`src/rtl/wfpf_params.svh`:
```
// Purpose: Constants of the wake frame pattern filter
// Assumes: Included by bare name from each design file but the package
// Notes:   Offsets are byte addresses of the controller register port
`ifndef WFPF_PARAMS_SVH
`define WFPF_PARAMS_SVH

// Checksum
`define WFPF_CRC_W        16
`define WFPF_CRC_INIT     16'hffff

// Pattern geometry
`define WFPF_MASK_BITS    128
`define WFPF_MASK_WORDS   4
`define WFPF_OFF_W        8
`define WFPF_IDX_W        10
`define WFPF_DA_BYTES     6
`define WFPF_DA_W         48

// Controller register map
`define WFPF_ADDR_W       6
`define WFPF_REG_CTRL     6'h00
`define WFPF_REG_OFFSET   6'h04
`define WFPF_REG_EXP_CRC  6'h08
`define WFPF_REG_DA_LOW   6'h0c
`define WFPF_REG_DA_MID   6'h10
`define WFPF_REG_DA_HIGH  6'h14
`define WFPF_REG_MASK0    6'h18
`define WFPF_REG_MASK3    6'h24
`define WFPF_REG_STATUS   6'h28
`define WFPF_REG_IRQ_MASK 6'h2c

// Control register fields
`define WFPF_CTRL_W       5
`define WFPF_CTRL_FILT_EN 0
`define WFPF_CTRL_ADDR_EN 1
`define WFPF_CTRL_MCAST   2
`define WFPF_CTRL_BCAST   3
`define WFPF_CTRL_DET_EN  4
`define WFPF_CTRL_RESET   5'h00

// Status register fields, write one to clear
`define WFPF_STAT_RCVD    0
`define WFPF_STAT_TRIG    1

// Interrupt mask register
`define WFPF_IRQ_W        16
`define WFPF_IRQ_WAKE_BIT 8

`endif

```
`src/rtl/wfpf_pkg.sv`:
```
// Purpose: Types of the wake frame pattern filter
// Assumes: Nothing beyond the params header
// Notes:   Used by scoped name only
package wfpf_pkg;

    typedef enum logic {
        WFPF_IDLE,
        WFPF_FRAME
    } wfpf_state_t;

endpackage : wfpf_pkg

```
`src/rtl/wfpf_if.sv`:
```
// Purpose: Configuration and status link between controller and filter
// Assumes: Both ends on one clock
// Notes:   Clear strobes are one-cycle pulses
`timescale 1ns/1ps
`include "wfpf_params.svh"

interface wfpf_if;
    logic [`WFPF_MASK_BITS-1:0] byte_mask;
    logic [`WFPF_CRC_W-1:0]     expected_crc;
    logic [`WFPF_OFF_W-1:0]     pattern_offset;
    logic [`WFPF_DA_W-1:0]      dest_addr;
    logic                       filter_en;
    logic                       addr_match_en;
    logic                       any_mcast_en;
    logic                       bcast_en;
    logic                       detect_en;
    logic                       irq_wake_en;
    logic                       clr_received;
    logic                       clr_triggered;
    logic                       received_flag;
    logic                       triggered_flag;

    modport dev (
        input  byte_mask, expected_crc, pattern_offset, dest_addr, filter_en,
        input  addr_match_en, any_mcast_en, bcast_en, detect_en, irq_wake_en,
        input  clr_received, clr_triggered,
        output received_flag, triggered_flag
    );

    modport host (
        output byte_mask, expected_crc, pattern_offset, dest_addr, filter_en,
        output addr_match_en, any_mcast_en, bcast_en, detect_en, irq_wake_en,
        output clr_received, clr_triggered,
        input  received_flag, triggered_flag
    );
endinterface : wfpf_if

```
`src/rtl/wfpf_device.sv`:
```
// Purpose: Wake frame detector: masked CRC-16 plus address qualifiers
// Assumes: Receive bytes arrive on CLK; end of frame is its own beat
// Notes:   A start beat inside a frame restarts the frame
`timescale 1ns/1ps
`include "wfpf_params.svh"

module wfpf_device (
    // Clock and reset
    input  wire logic                  CLK,
    input  wire logic                  NRST,
    // Receive byte stream
    input  wire logic                  RX_VALID,
    input  wire logic                  RX_SOF,
    input  wire logic [7:0]            RX_DATA,
    // Frame end and its checks
    input  wire logic                  RX_EOF,
    input  wire logic                  RX_FCS_OK,
    input  wire logic                  RX_LEN_OK,
    // Wake indication
    output logic                       WAKE_IRQ,
    output logic                       MATCH_PULSE,
    // Controller side
    wfpf_if.dev                        cfg
);

    localparam logic [`WFPF_IDX_W-1:0] IDX_MAX = '1;

    wfpf_pkg::wfpf_state_t   state_reg;
    wfpf_pkg::wfpf_state_t   state_next;
    logic [`WFPF_CRC_W-1:0]  crc_reg;
    logic [`WFPF_CRC_W-1:0]  crc_next;
    logic [`WFPF_IDX_W-1:0]  idx_reg;
    logic [`WFPF_IDX_W-1:0]  idx_next;
    logic [`WFPF_DA_W-1:0]   da_reg;
    logic [`WFPF_DA_W-1:0]   da_next;
    logic                    rcvd_reg;
    logic                    rcvd_next;
    logic                    trig_reg;
    logic                    trig_next;
    logic                    irq_reg;
    logic                    irq_next;
    logic                    pulse_reg;
    logic                    pulse_next;

    logic [`WFPF_CRC_W-1:0]  crc_base;
    logic [`WFPF_IDX_W-1:0]  idx_cur;
    logic                    take_byte;
    logic                    is_bcast;
    logic                    is_mcast;
    logic                    addr_hit;
    logic                    qual_ok;
    logic                    match;

    // One checksum step over a data byte
    function automatic logic [15:0] crc16_step(
        input logic [15:0] c,
        input logic [7:0]  d
    );
        logic [7:0]  f;
        logic [15:0] n;
        f[0] = c[15] ^ d[0];
        for (int i = 1; i < 8; i++) begin
            f[i] = c[15-i] ^ f[i-1] ^ d[i];
        end
        n[15] = c[7] ^ f[7];
        n[14:10] = c[6:2];
        n[9] = c[1] ^ f[0];
        n[8] = c[0] ^ f[1];
        for (int k = 2; k < 8; k++) begin
            n[k] = f[7-k] ^ f[9-k];
        end
        n[1] = f[6];
        n[0] = f[7];
        return n;
    endfunction : crc16_step

    // Is frame byte idx selected by offset and mask
    function automatic logic byte_selected(
        input logic [`WFPF_IDX_W-1:0]     idx,
        input logic [`WFPF_OFF_W-1:0]     off,
        input logic [`WFPF_MASK_BITS-1:0] mask
    );
        logic [`WFPF_IDX_W-1:0] rel;
        rel = idx - `WFPF_IDX_W'(off);
        if (idx < `WFPF_IDX_W'(off)) begin
            return 1'b0;
        end
        if (rel >= `WFPF_IDX_W'(`WFPF_MASK_BITS)) begin
            return 1'b0;
        end
        return mask[rel[6:0]];
    endfunction : byte_selected

    // Frame class and address qualification from captured address
    always_comb begin
        is_bcast = &da_reg;
        is_mcast = da_reg[0] & ~is_bcast;
        addr_hit = (da_reg == cfg.dest_addr);
        qual_ok  = 1'b0;
        if (is_bcast) begin
            qual_ok = cfg.bcast_en;
        end else if (is_mcast) begin
            qual_ok = cfg.any_mcast_en | (cfg.addr_match_en & addr_hit);
        end else begin
            qual_ok = ~cfg.addr_match_en | addr_hit;
        end
    end

    // Frame walk, checksum and address capture
    always_comb begin
        state_next = state_reg;
        crc_next   = crc_reg;
        idx_next   = idx_reg;
        da_next    = da_reg;
        crc_base   = crc_reg;
        idx_cur    = idx_reg;
        take_byte  = 1'b0;
        match      = 1'b0;
        case (state_reg)
            wfpf_pkg::WFPF_IDLE: begin
                if (RX_VALID && RX_SOF) begin
                    take_byte  = 1'b1;
                    state_next = wfpf_pkg::WFPF_FRAME;
                end
            end
            wfpf_pkg::WFPF_FRAME: begin
                if (RX_VALID) begin
                    take_byte = 1'b1;
                end else if (RX_EOF) begin
                    state_next = wfpf_pkg::WFPF_IDLE;
                    // Late compare so that FCS and length are final
                    match = cfg.filter_en & cfg.detect_en
                          & (crc_reg == cfg.expected_crc)
                          & RX_FCS_OK & RX_LEN_OK
                          & qual_ok;
                end
            end
            default: begin
                state_next = wfpf_pkg::WFPF_IDLE;
            end
        endcase
        if (RX_VALID && RX_SOF) begin
            crc_base = `WFPF_CRC_INIT;
            idx_cur  = '0;
        end
        if (take_byte) begin
            if (byte_selected(idx_cur, cfg.pattern_offset, cfg.byte_mask)) begin
                crc_next = crc16_step(crc_base, RX_DATA);
            end else begin
                crc_next = crc_base;
            end
            for (int b = 0; b < `WFPF_DA_BYTES; b++) begin
                if (idx_cur == `WFPF_IDX_W'(b)) begin
                    da_next[b*8 +: 8] = RX_DATA;
                end
            end
            // Saturate so a giant frame cannot wrap into the mask window
            if (idx_cur != IDX_MAX) begin
                idx_next = idx_cur + 1'b1;
            end else begin
                idx_next = idx_cur;
            end
        end
    end

    // Sticky flags; a set in the clear cycle wins
    always_comb begin
        rcvd_next  = (rcvd_reg & ~cfg.clr_received) | match;
        trig_next  = (trig_reg & ~cfg.clr_triggered) | match;
        irq_next   = rcvd_next & cfg.irq_wake_en;
        pulse_next = match;
    end

    always_ff @(posedge CLK) begin
        if (!NRST) begin
            state_reg <= wfpf_pkg::WFPF_IDLE;
            crc_reg   <= `WFPF_CRC_INIT;
            idx_reg   <= '0;
            da_reg    <= '0;
            rcvd_reg  <= 1'b0;
            trig_reg  <= 1'b0;
            irq_reg   <= 1'b0;
            pulse_reg <= 1'b0;
        end else begin
            state_reg <= state_next;
            crc_reg   <= crc_next;
            idx_reg   <= idx_next;
            da_reg    <= da_next;
            rcvd_reg  <= rcvd_next;
            trig_reg  <= trig_next;
            irq_reg   <= irq_next;
            pulse_reg <= pulse_next;
        end
    end

    assign cfg.received_flag  = rcvd_reg;
    assign cfg.triggered_flag = trig_reg;
    assign WAKE_IRQ           = irq_reg;
    assign MATCH_PULSE        = pulse_reg;

endmodule : wfpf_device

```
`src/flat_wrapper.sv`:
```
// flat-port wrapper written by rule: the top's interface ports become plain ports
module wfpf_device_flat 
  (CLK, NRST, RX_VALID, RX_SOF, RX_DATA, RX_EOF, RX_FCS_OK, RX_LEN_OK, WAKE_IRQ, MATCH_PULSE, cfg_byte_mask, cfg_expected_crc, cfg_pattern_offset, cfg_dest_addr, cfg_filter_en, cfg_addr_match_en, cfg_any_mcast_en, cfg_bcast_en, cfg_detect_en, cfg_irq_wake_en, cfg_clr_received, cfg_clr_triggered, cfg_received_flag, cfg_triggered_flag);
  wfpf_if cfg_i ();
  input  wire logic CLK;
  input  wire logic NRST;
  input  wire logic RX_VALID;
  input  wire logic RX_SOF;
  input  wire logic [7:0] RX_DATA;
  input  wire logic RX_EOF;
  input  wire logic RX_FCS_OK;
  input  wire logic RX_LEN_OK;
  output logic WAKE_IRQ;
  output logic MATCH_PULSE;
  input wire logic [$bits(cfg_i.byte_mask)-1:0] cfg_byte_mask;
  input wire logic [$bits(cfg_i.expected_crc)-1:0] cfg_expected_crc;
  input wire logic [$bits(cfg_i.pattern_offset)-1:0] cfg_pattern_offset;
  input wire logic [$bits(cfg_i.dest_addr)-1:0] cfg_dest_addr;
  input wire logic [$bits(cfg_i.filter_en)-1:0] cfg_filter_en;
  input wire logic [$bits(cfg_i.addr_match_en)-1:0] cfg_addr_match_en;
  input wire logic [$bits(cfg_i.any_mcast_en)-1:0] cfg_any_mcast_en;
  input wire logic [$bits(cfg_i.bcast_en)-1:0] cfg_bcast_en;
  input wire logic [$bits(cfg_i.detect_en)-1:0] cfg_detect_en;
  input wire logic [$bits(cfg_i.irq_wake_en)-1:0] cfg_irq_wake_en;
  input wire logic [$bits(cfg_i.clr_received)-1:0] cfg_clr_received;
  input wire logic [$bits(cfg_i.clr_triggered)-1:0] cfg_clr_triggered;
  output wire logic [$bits(cfg_i.received_flag)-1:0] cfg_received_flag;
  output wire logic [$bits(cfg_i.triggered_flag)-1:0] cfg_triggered_flag;
  assign cfg_i.byte_mask = cfg_byte_mask;
  assign cfg_i.expected_crc = cfg_expected_crc;
  assign cfg_i.pattern_offset = cfg_pattern_offset;
  assign cfg_i.dest_addr = cfg_dest_addr;
  assign cfg_i.filter_en = cfg_filter_en;
  assign cfg_i.addr_match_en = cfg_addr_match_en;
  assign cfg_i.any_mcast_en = cfg_any_mcast_en;
  assign cfg_i.bcast_en = cfg_bcast_en;
  assign cfg_i.detect_en = cfg_detect_en;
  assign cfg_i.irq_wake_en = cfg_irq_wake_en;
  assign cfg_i.clr_received = cfg_clr_received;
  assign cfg_i.clr_triggered = cfg_clr_triggered;
  assign cfg_received_flag = cfg_i.received_flag;
  assign cfg_triggered_flag = cfg_i.triggered_flag;
  wfpf_device u_core (.CLK(CLK), .NRST(NRST), .RX_VALID(RX_VALID), .RX_SOF(RX_SOF), .RX_DATA(RX_DATA), .RX_EOF(RX_EOF), .RX_FCS_OK(RX_FCS_OK), .RX_LEN_OK(RX_LEN_OK), .WAKE_IRQ(WAKE_IRQ), .MATCH_PULSE(MATCH_PULSE), .cfg(cfg_i));
endmodule
```
`config.mk`:
```
export PLATFORM = sky130hd
export DESIGN_NAME = wfpf_device_flat
export DESIGN_NICKNAME = d
export VERILOG_FILES = /design/src/rtl/wfpf_pkg.sv /design/src/rtl/wfpf_if.sv /design/src/rtl/wfpf_device.sv /design/src/flat_wrapper.sv
export VERILOG_INCLUDE_DIRS = /design/src /design/src/rtl
export SDC_FILE = /design/constraint.sdc
export NUM_CORES = 1
export LEC_CHECK = 0
export ABC_CLOCK_PERIOD_IN_PS = 4600
export BUFFER_PORTS_ARGS = -buffer_cell sky130_fd_sc_hd__buf_2
export CAP_MARGIN = 20
export CORE_UTILIZATION = 40
export CTS_CLUSTER_DIAMETER = 100
export DETAILED_ROUTE_END_ITERATION = 7
export PLACE_DENSITY = 0.68
export SETUP_SLACK_MARGIN = 0.2
export SYNTH_ARGS = -nofsm -noshare
export SYNTH_HDL_FRONTEND = slang
export SYNTH_SLANG_ARGS = --single-unit
```
`constraint.sdc`:
```
create_clock -name CLK -period 4.6 [get_ports CLK]
set_clock_uncertainty 0.15 [all_clocks]
set_input_delay 0.92 -clock CLK [delete_from_list [all_inputs] [get_ports CLK]]
set_output_delay 0.92 -clock CLK [all_outputs]
set_load 0.01 [all_outputs]
```
==> impl_metrics.env, run 1 <==
export IMPL_post_dp_hpwl_um=14500
export IMPL_critPathArrivalTime_ps=4270
export IMPL_clockBufferDepth=2
export IMPL_io_buffers=226
export IMPL_tightest_slew_ps=588
export IMPL_slowest_stage="fa_1"
export IMPL_synth_cells=658
export IMPL_status="finished clean"
export IMPL_grt_overflow_total=0
export IMPL_drc=0
export IMPL_crit_path_end_kind="register"
export IMPL_ant_nets=0
export IMPL_io_pin_count=227
export IMPL_fin_tns_setup_ps=0
export IMPL_hold_viol_final=0
export IMPL_slew_headroom_pct=60.8
export IMPL_powerDensity_nw_per_um2=257
export IMPL_worstSetupPathType="in2reg"
export IMPL_cts_root_buffer="clkbuf_16"
export IMPL_num_rows=44
export IMPL_routed_wl_um=18000
export IMPL_whs_path_depth=2
export IMPL_leakagePower_nw=3.44
export IMPL_cap_violations=0
export IMPL_numCtsBuffers=9
export IMPL_final_cell_mix="buf_2 (226), dfxtp_1 (79), nor2_1 (74), xnor2_1 (57), nand2_1 (56)"
export IMPL_grt_max_degree=57
export IMPL_areaGrowthSynthToFinish_pct=27.2
export IMPL_min_path_type="reg2reg"
export IMPL_largest_reg_flops=48
export IMPL_fmax_mhz=240
export IMPL_finalNetCount=1106
export IMPL_path_cells="buf_2 > nand2_1 > and2_1 > inv_1 > fa_1 > mux4_2 > and2_1 > a2111oi_0 > o21ai_1 > and3_4 > a22oi_4 > nor2_1 > a32oi_1"
export IMPL_clkLatencyLatePin_ps=340
export IMPL_ys_warn_count=0
export IMPL_cp_depth=13
export IMPL_dieArea_um2=15300
export IMPL_startpoint_type="input port"
export IMPL_ctsHoldBuffers=0
export IMPL_yosysSeqAreaShare_pct=26.7
export IMPL_drive_above_1_share_pct=34.5
export IMPL_vdd_ir_drop_max_mv=0.178
export IMPL_slew_viol_final=0
export IMPL_vias=5749
export IMPL_diodes=0
export IMPL_grt_usage_pct=24.1
export IMPL_coreArea_um2=14500
export IMPL_grt_pass1_wl_um=27900
export IMPL_final_common_cell="buf_2"
export IMPL_path_common_cell="and2_1"
export IMPL_fin_crit_sh_pct=90.5
export IMPL_synth_cell_type_count=59
export IMPL_antenna_found_initial=0
export IMPL_fin_crit_ps=4160
export IMPL_required_ps=4710
export IMPL_clkTransAtPathRegs_ps=60
export IMPL_critical_path_top_delay_family="compound AO/OA/AOI/OAI gates"
export IMPL_ys_async_sr_fraction_pct=0
export IMPL_synth_edf_count=0
export IMPL_crit_fanout=10
export IMPL_grt_pass1_vias=5622
export IMPL_finalSetupViolCount=0
export IMPL_cts_sinks=79
export IMPL_cts_tree="built"
export IMPL_avgViaCountPerCell=5.42
export IMPL_fin_ws_ps=436
export IMPL_die_y_um=124
export IMPL_fillers=1415
export IMPL_wl_per_cell_um=17.0
export IMPL_dp_slack_ps=28.4
export IMPL_cts_repair_resized=0
export IMPL_cts_htree_levels=3
export IMPL_synth_fp_nets=893
export IMPL_post_cts_buffers=0
export IMPL_start_util_pct=40.9
export IMPL_ys_ff_latch=79
export IMPL_syn_area_per_cell_um2=8.99
export IMPL_ys_flop_type="dfxtp_1"
export IMPL_syn_area_um2=5920
export IMPL_first_pass_iters=4
export IMPL_max_stage_delay_ps=770
export IMPL_die_w_um=124
export IMPL_rsz0062_at_grt="no"
export IMPL_drtIter0Drc=318
export IMPL_cp_buffers_inverters=2
export IMPL_rr_worst_depth=11
export IMPL_routabilityCongestion=0.869
==> where the power goes <==
part	leakage, nW	total [mW]	switching [mW]	internal [mW]
Combinational	2.67	0.563	0.273	0.290
Clock	0.129	0.666	0.298	0.368
Sequential	0.639	0.707	0.0122	0.695
Total	3.44	1.94	0.583	1.35
==> tightest hold or removal path, delay by kind of cell, from the launching register on <==
| kind | cells | cell delay, ps |
|---|---|---|
| AND/OR/NAND/NOR | 2 | 130 |
| flip-flops | 1 | 300 |
==> area by class of cell <==
| class | count | area (um2) | area share, % |
|---|---|---|---|
| multi-input cells | 527 | 4130 | 54.9 |
| inverters | 15 | 56.3 | 0.748 |
| clock inverters | 6 | 46.3 | 0.615 |
| clock buffers | 10 | 229 | 3.04 |
| repair buffers | 239 | 1250 | 16.7 |
| flip-flops and latches | 79 | 1580 | 21.0 |
| well taps | 184 | 230 | 3.06 |
==> stage by stage <==
stage          util (%)  hold slack (ps)  cell area, um2  total power [mW]  std cells
2_1_floorplan         -              311            5920              1.09        658
3_3_place_gp       50.0              311            7230              1.28       1044
3_5_place_dp       50.0              308            7230              1.28       1044
4_1_cts            51.9              320            7510              1.95       1060
5_1_grt            52.0              340            7530              2.03       1060
6_report           52.0              323            7530              1.94       1060
==> final timing paths <==
path,to,slack [ps],start
worst max-delay path,u_core.crc_reg[9],440,RX_VALID
worst min-delay path,u_core.cfg.triggered_flag,320,u_core.cfg.triggered_flag
worst max register to register,u_core.crc_reg[9],850,u_core.idx_reg[1]
worst min register to register,u_core.cfg.triggered_flag,320,u_core.cfg.triggered_flag
==> logic make-up after synthesis <==
group                      after synthesis  share of synthesized area (%)
AOI/OAI and AO/OA                       82                           10.8
xor gates and xnor gates               106                           15.7
adders and majority gates               12                           2.66
buffers and inverters                   52                           3.79
DFF                                     79                           26.7
muxes                                   79                           20.2
and+or+nand+nor                        248                           20.2
==> synthesized netlist by cell type (all sizes together), types with 4 or more instances <==
| master | n | area (um2) |
|---|---|---|
| a21oi | 15 | 82.6 |
| inv | 15 | 56.3 |
| xor2 | 49 | 429 |
| nor4 | 14 | 87.6 |
| buf | 10 | 66.3 |
| clkbuf | 27 | 101 |
| dfxtp | 79 | 1580 |
| nand3 | 21 | 105 |
| o32ai | 8 | 70.1 |
| and2 | 13 | 81.3 |
| a2111oi | 5 | 51.3 |
| a31oi | 7 | 58.8 |
| nor3 | 15 | 75.1 |
| nand2 | 56 | 210 |
| xnor2 | 57 | 499 |
| ha | 11 | 138 |
| nand4 | 29 | 181 |
| mux4 | 32 | 721 |
| a221oi | 5 | 43.8 |
| a211oi | 4 | 40.0 |
| mux2i | 46 | 460 |
| nor2 | 74 | 278 |
| o21ai | 19 | 98.8 |
| nand2b | 15 | 93.8 |
==> routing by layer <==
metal	vias up	GRT usage, %	share of wire (%)
met2	243	43.9	50
met1	2678	28.4	41
met5	-	0	0
li1	2800	-	-
met3	28	3.62	6.1
met4	0	9.19	2.7
Power figures use the tool's default switching activity.
==> run 2: changes to the inputs <==
--- a/config.mk
+++ b/config.mk
@@ -14,6 +14,7 @@
 export DETAILED_ROUTE_END_ITERATION = 7
 export PLACE_DENSITY = 0.68
 export SETUP_SLACK_MARGIN = 0.2
+export SKIP_CTS_REPAIR_TIMING = 1
 export SYNTH_ARGS = -nofsm -noshare
 export SYNTH_HDL_FRONTEND = slang
 export SYNTH_SLANG_ARGS = --single-unit
==> constraint.sdc (replaced) <==
create_clock -name CLK -period 4.6 [get_ports CLK]
set_clock_uncertainty 0.15 [all_clocks]
set_input_delay 0 -clock CLK [delete_from_list [all_inputs] [get_ports CLK]]
set_output_delay 0 -clock CLK [all_outputs]
set_load 0.01 [all_outputs]
==> run 2 against run 1 <==
Worst setup slack gained 110 ps; critical path depth grew 2; sequential power is essentially flat; hold slack lost 320 ps; first-iteration DRC count shrank 14%; clock-buffer cell count is the same; design area grew 1.8%; die area is the same; critical endpoint unchanged; largest cell class unchanged; highest routed layer is now met5.
==> impl_metrics.env, run 2 (same netlist as run 1, synthesis figures left out) <==
export IMPL_status="finished clean"
export IMPL_whs_path_depth=5
export IMPL_largest_reg_flops=48
export IMPL_grt_usage_pct=24.1
export IMPL_first_pass_iters=5
export IMPL_fin_crit_ps=4050
export IMPL_wl_per_cell_um=17.3
export IMPL_placedCellCount=1038
export IMPL_dieArea_um2=15300
export IMPL_powerDensity_nw_per_um2=264
export IMPL_cts_tree="built"
export IMPL_clkLatencyLatePin_ps=340
export IMPL_grt_pass1_vias=5462
export IMPL_hold_slack_ps=2.09
export IMPL_tightest_slew_ps=765
export IMPL_final_cells=1072
export IMPL_die_w_um=124
export IMPL_crit_path_end_kind="register"
export IMPL_cap_violations=0
export IMPL_worstSetupPathType="in2reg"
export IMPL_rr_endpoint="u_core.crc_reg[9]"
export IMPL_rr_worst_depth=12
export IMPL_min_path_type="in2reg"
export IMPL_cts_root_buffer="clkbuf_16"
export IMPL_grt_overflow_total=0
export IMPL_power_total_mw=2.02
export IMPL_r2r_start="u_core.idx_reg[1]"
export IMPL_hold_viol_final=0
export IMPL_drive_above_1_share_pct=33.0
export IMPL_avgViaCountPerCell=5.42
export IMPL_grt_pass1_wl_um=27900
export IMPL_drc=0
export IMPL_routabilityCongestion=0.916
export IMPL_rsz0062_at_grt="no"
export IMPL_io_pin_count=227
export IMPL_cts_htree_levels=3
export IMPL_startpoint_type="input port"
export IMPL_areaGrowthSynthToFinish_pct=29.6
export IMPL_finalNetCount=1119
export IMPL_start_util_pct=40.9
export IMPL_final_util_pct=52.9
export IMPL_clkTransAtPathRegs_ps=60
export IMPL_clockBufferDepth=2
export IMPL_cts_sinks=79
export IMPL_antenna_found_initial=1
export IMPL_coreArea_um2=14500
export IMPL_required_ps=4710
export IMPL_io_buffers=226
export IMPL_drtIter0Drc=274
export IMPL_fin_crit_sh_pct=88.1
export IMPL_num_rows=44
export IMPL_slew_headroom_pct=48.6
export IMPL_grt_max_degree=57
export IMPL_die_y_um=124
export IMPL_final_common_cell="buf_2"
export IMPL_vias=5809
export IMPL_finalSetupViolCount=0
export IMPL_leakagePower_nw=3.50
export IMPL_fin_tns_setup_ps=0
export IMPL_routed_wl_um=18500
export IMPL_ant_nets=0
export IMPL_final_cell_mix="buf_2 (226), dfxtp_1 (79), nor2_1 (74), xnor2_1 (57), nand2_1 (56)"
export IMPL_post_dp_hpwl_um=14600
export IMPL_vdd_ir_drop_max_mv=0.171
export IMPL_diodes=0
export IMPL_critPathArrivalTime_ps=4160
export IMPL_numCtsBuffers=9
export IMPL_fmax_mhz=247
export IMPL_hold_path_endpoint="u_core.MATCH_PULSE"
export IMPL_r2r_setup_slack_ps=830
export IMPL_crit_fanout=24
export IMPL_slew_viol_final=0
export IMPL_hp_start="cfg_detect_en"
[run 2: cell types whose count changed in the layout (fill, tap and decap cells not counted), moves of 2 or more]
cell           change
bufinv_16          +2
buf_12             -2
dlygate4sd3_1     +19
clkinvlp_4         -2
buf_4              -4
[run 2: critical path, cell delays in order]
cell,delay [ps]
dlygate4sd3_1,550
buf_2,180
nand2_1,160
nand2_1,170
ha_2,230
fa_1,760
buf_4,390
mux4_2,350
and2_1,160
a221oi_1,210
o21ai_1,100
and3_4,240
a22oi_4,320
nor2_1,120
a32oi_1,210
[run 2: layout make-up]
type | instances | area, um2
multi-input combinational | 527 | 4110
fill | 1393 | 6810
clock buffer | 10 | 229
timing repair buffer | 252 | 1370
sequential | 79 | 1580
tap | 184 | 230
clock inverter | 5 | 82.6
inverter | 15 | 56.3
[run 2: through the flow]
step	setup WS, ps	instance area [um2]
floorplan	842	5920
global placement	923	7160
finish	548	7670
global route	294	7670
detailed placement	804	7160
CTS	850	7480
[run 2: where the power goes]
| part | switching, mW | internal (mW) | leakage [nW] |
|---|---|---|---|
| combinational | 0.268 | 0.287 | 2.71 |
| sequential | 0.0124 | 0.695 | 0.639 |
| clock | 0.285 | 0.474 | 0.153 |
[run 2: worst max-delay path by stage]
| stage | from | to | slack, ps | cells past startpoint |
|---|---|---|---|---|
| 2_1_floorplan | RX_VALID | u_core.crc_reg[1] | 840 | 15 |
| 3_3_place_gp | RX_VALID | u_core.crc_reg[0] | 920 | 14 |
| 3_5_place_dp | RX_VALID | u_core.crc_reg[9] | 800 | 14 |
| 4_1_cts | u_core.idx_reg[0] | u_core.crc_reg[9] | 850 | 12 |
| 5_1_grt | RX_VALID | u_core.crc_reg[9] | 290 | 15 |
| 6_report | RX_VALID | u_core.crc_reg[9] | 550 | 15 |
[run 2: layer usage]
metal  global-route usage, %  wire, um
met1                    29.1      7480
met2                    43.6      9500
met3                    3.53      1090
met4                    8.06       429
met5                       0        17
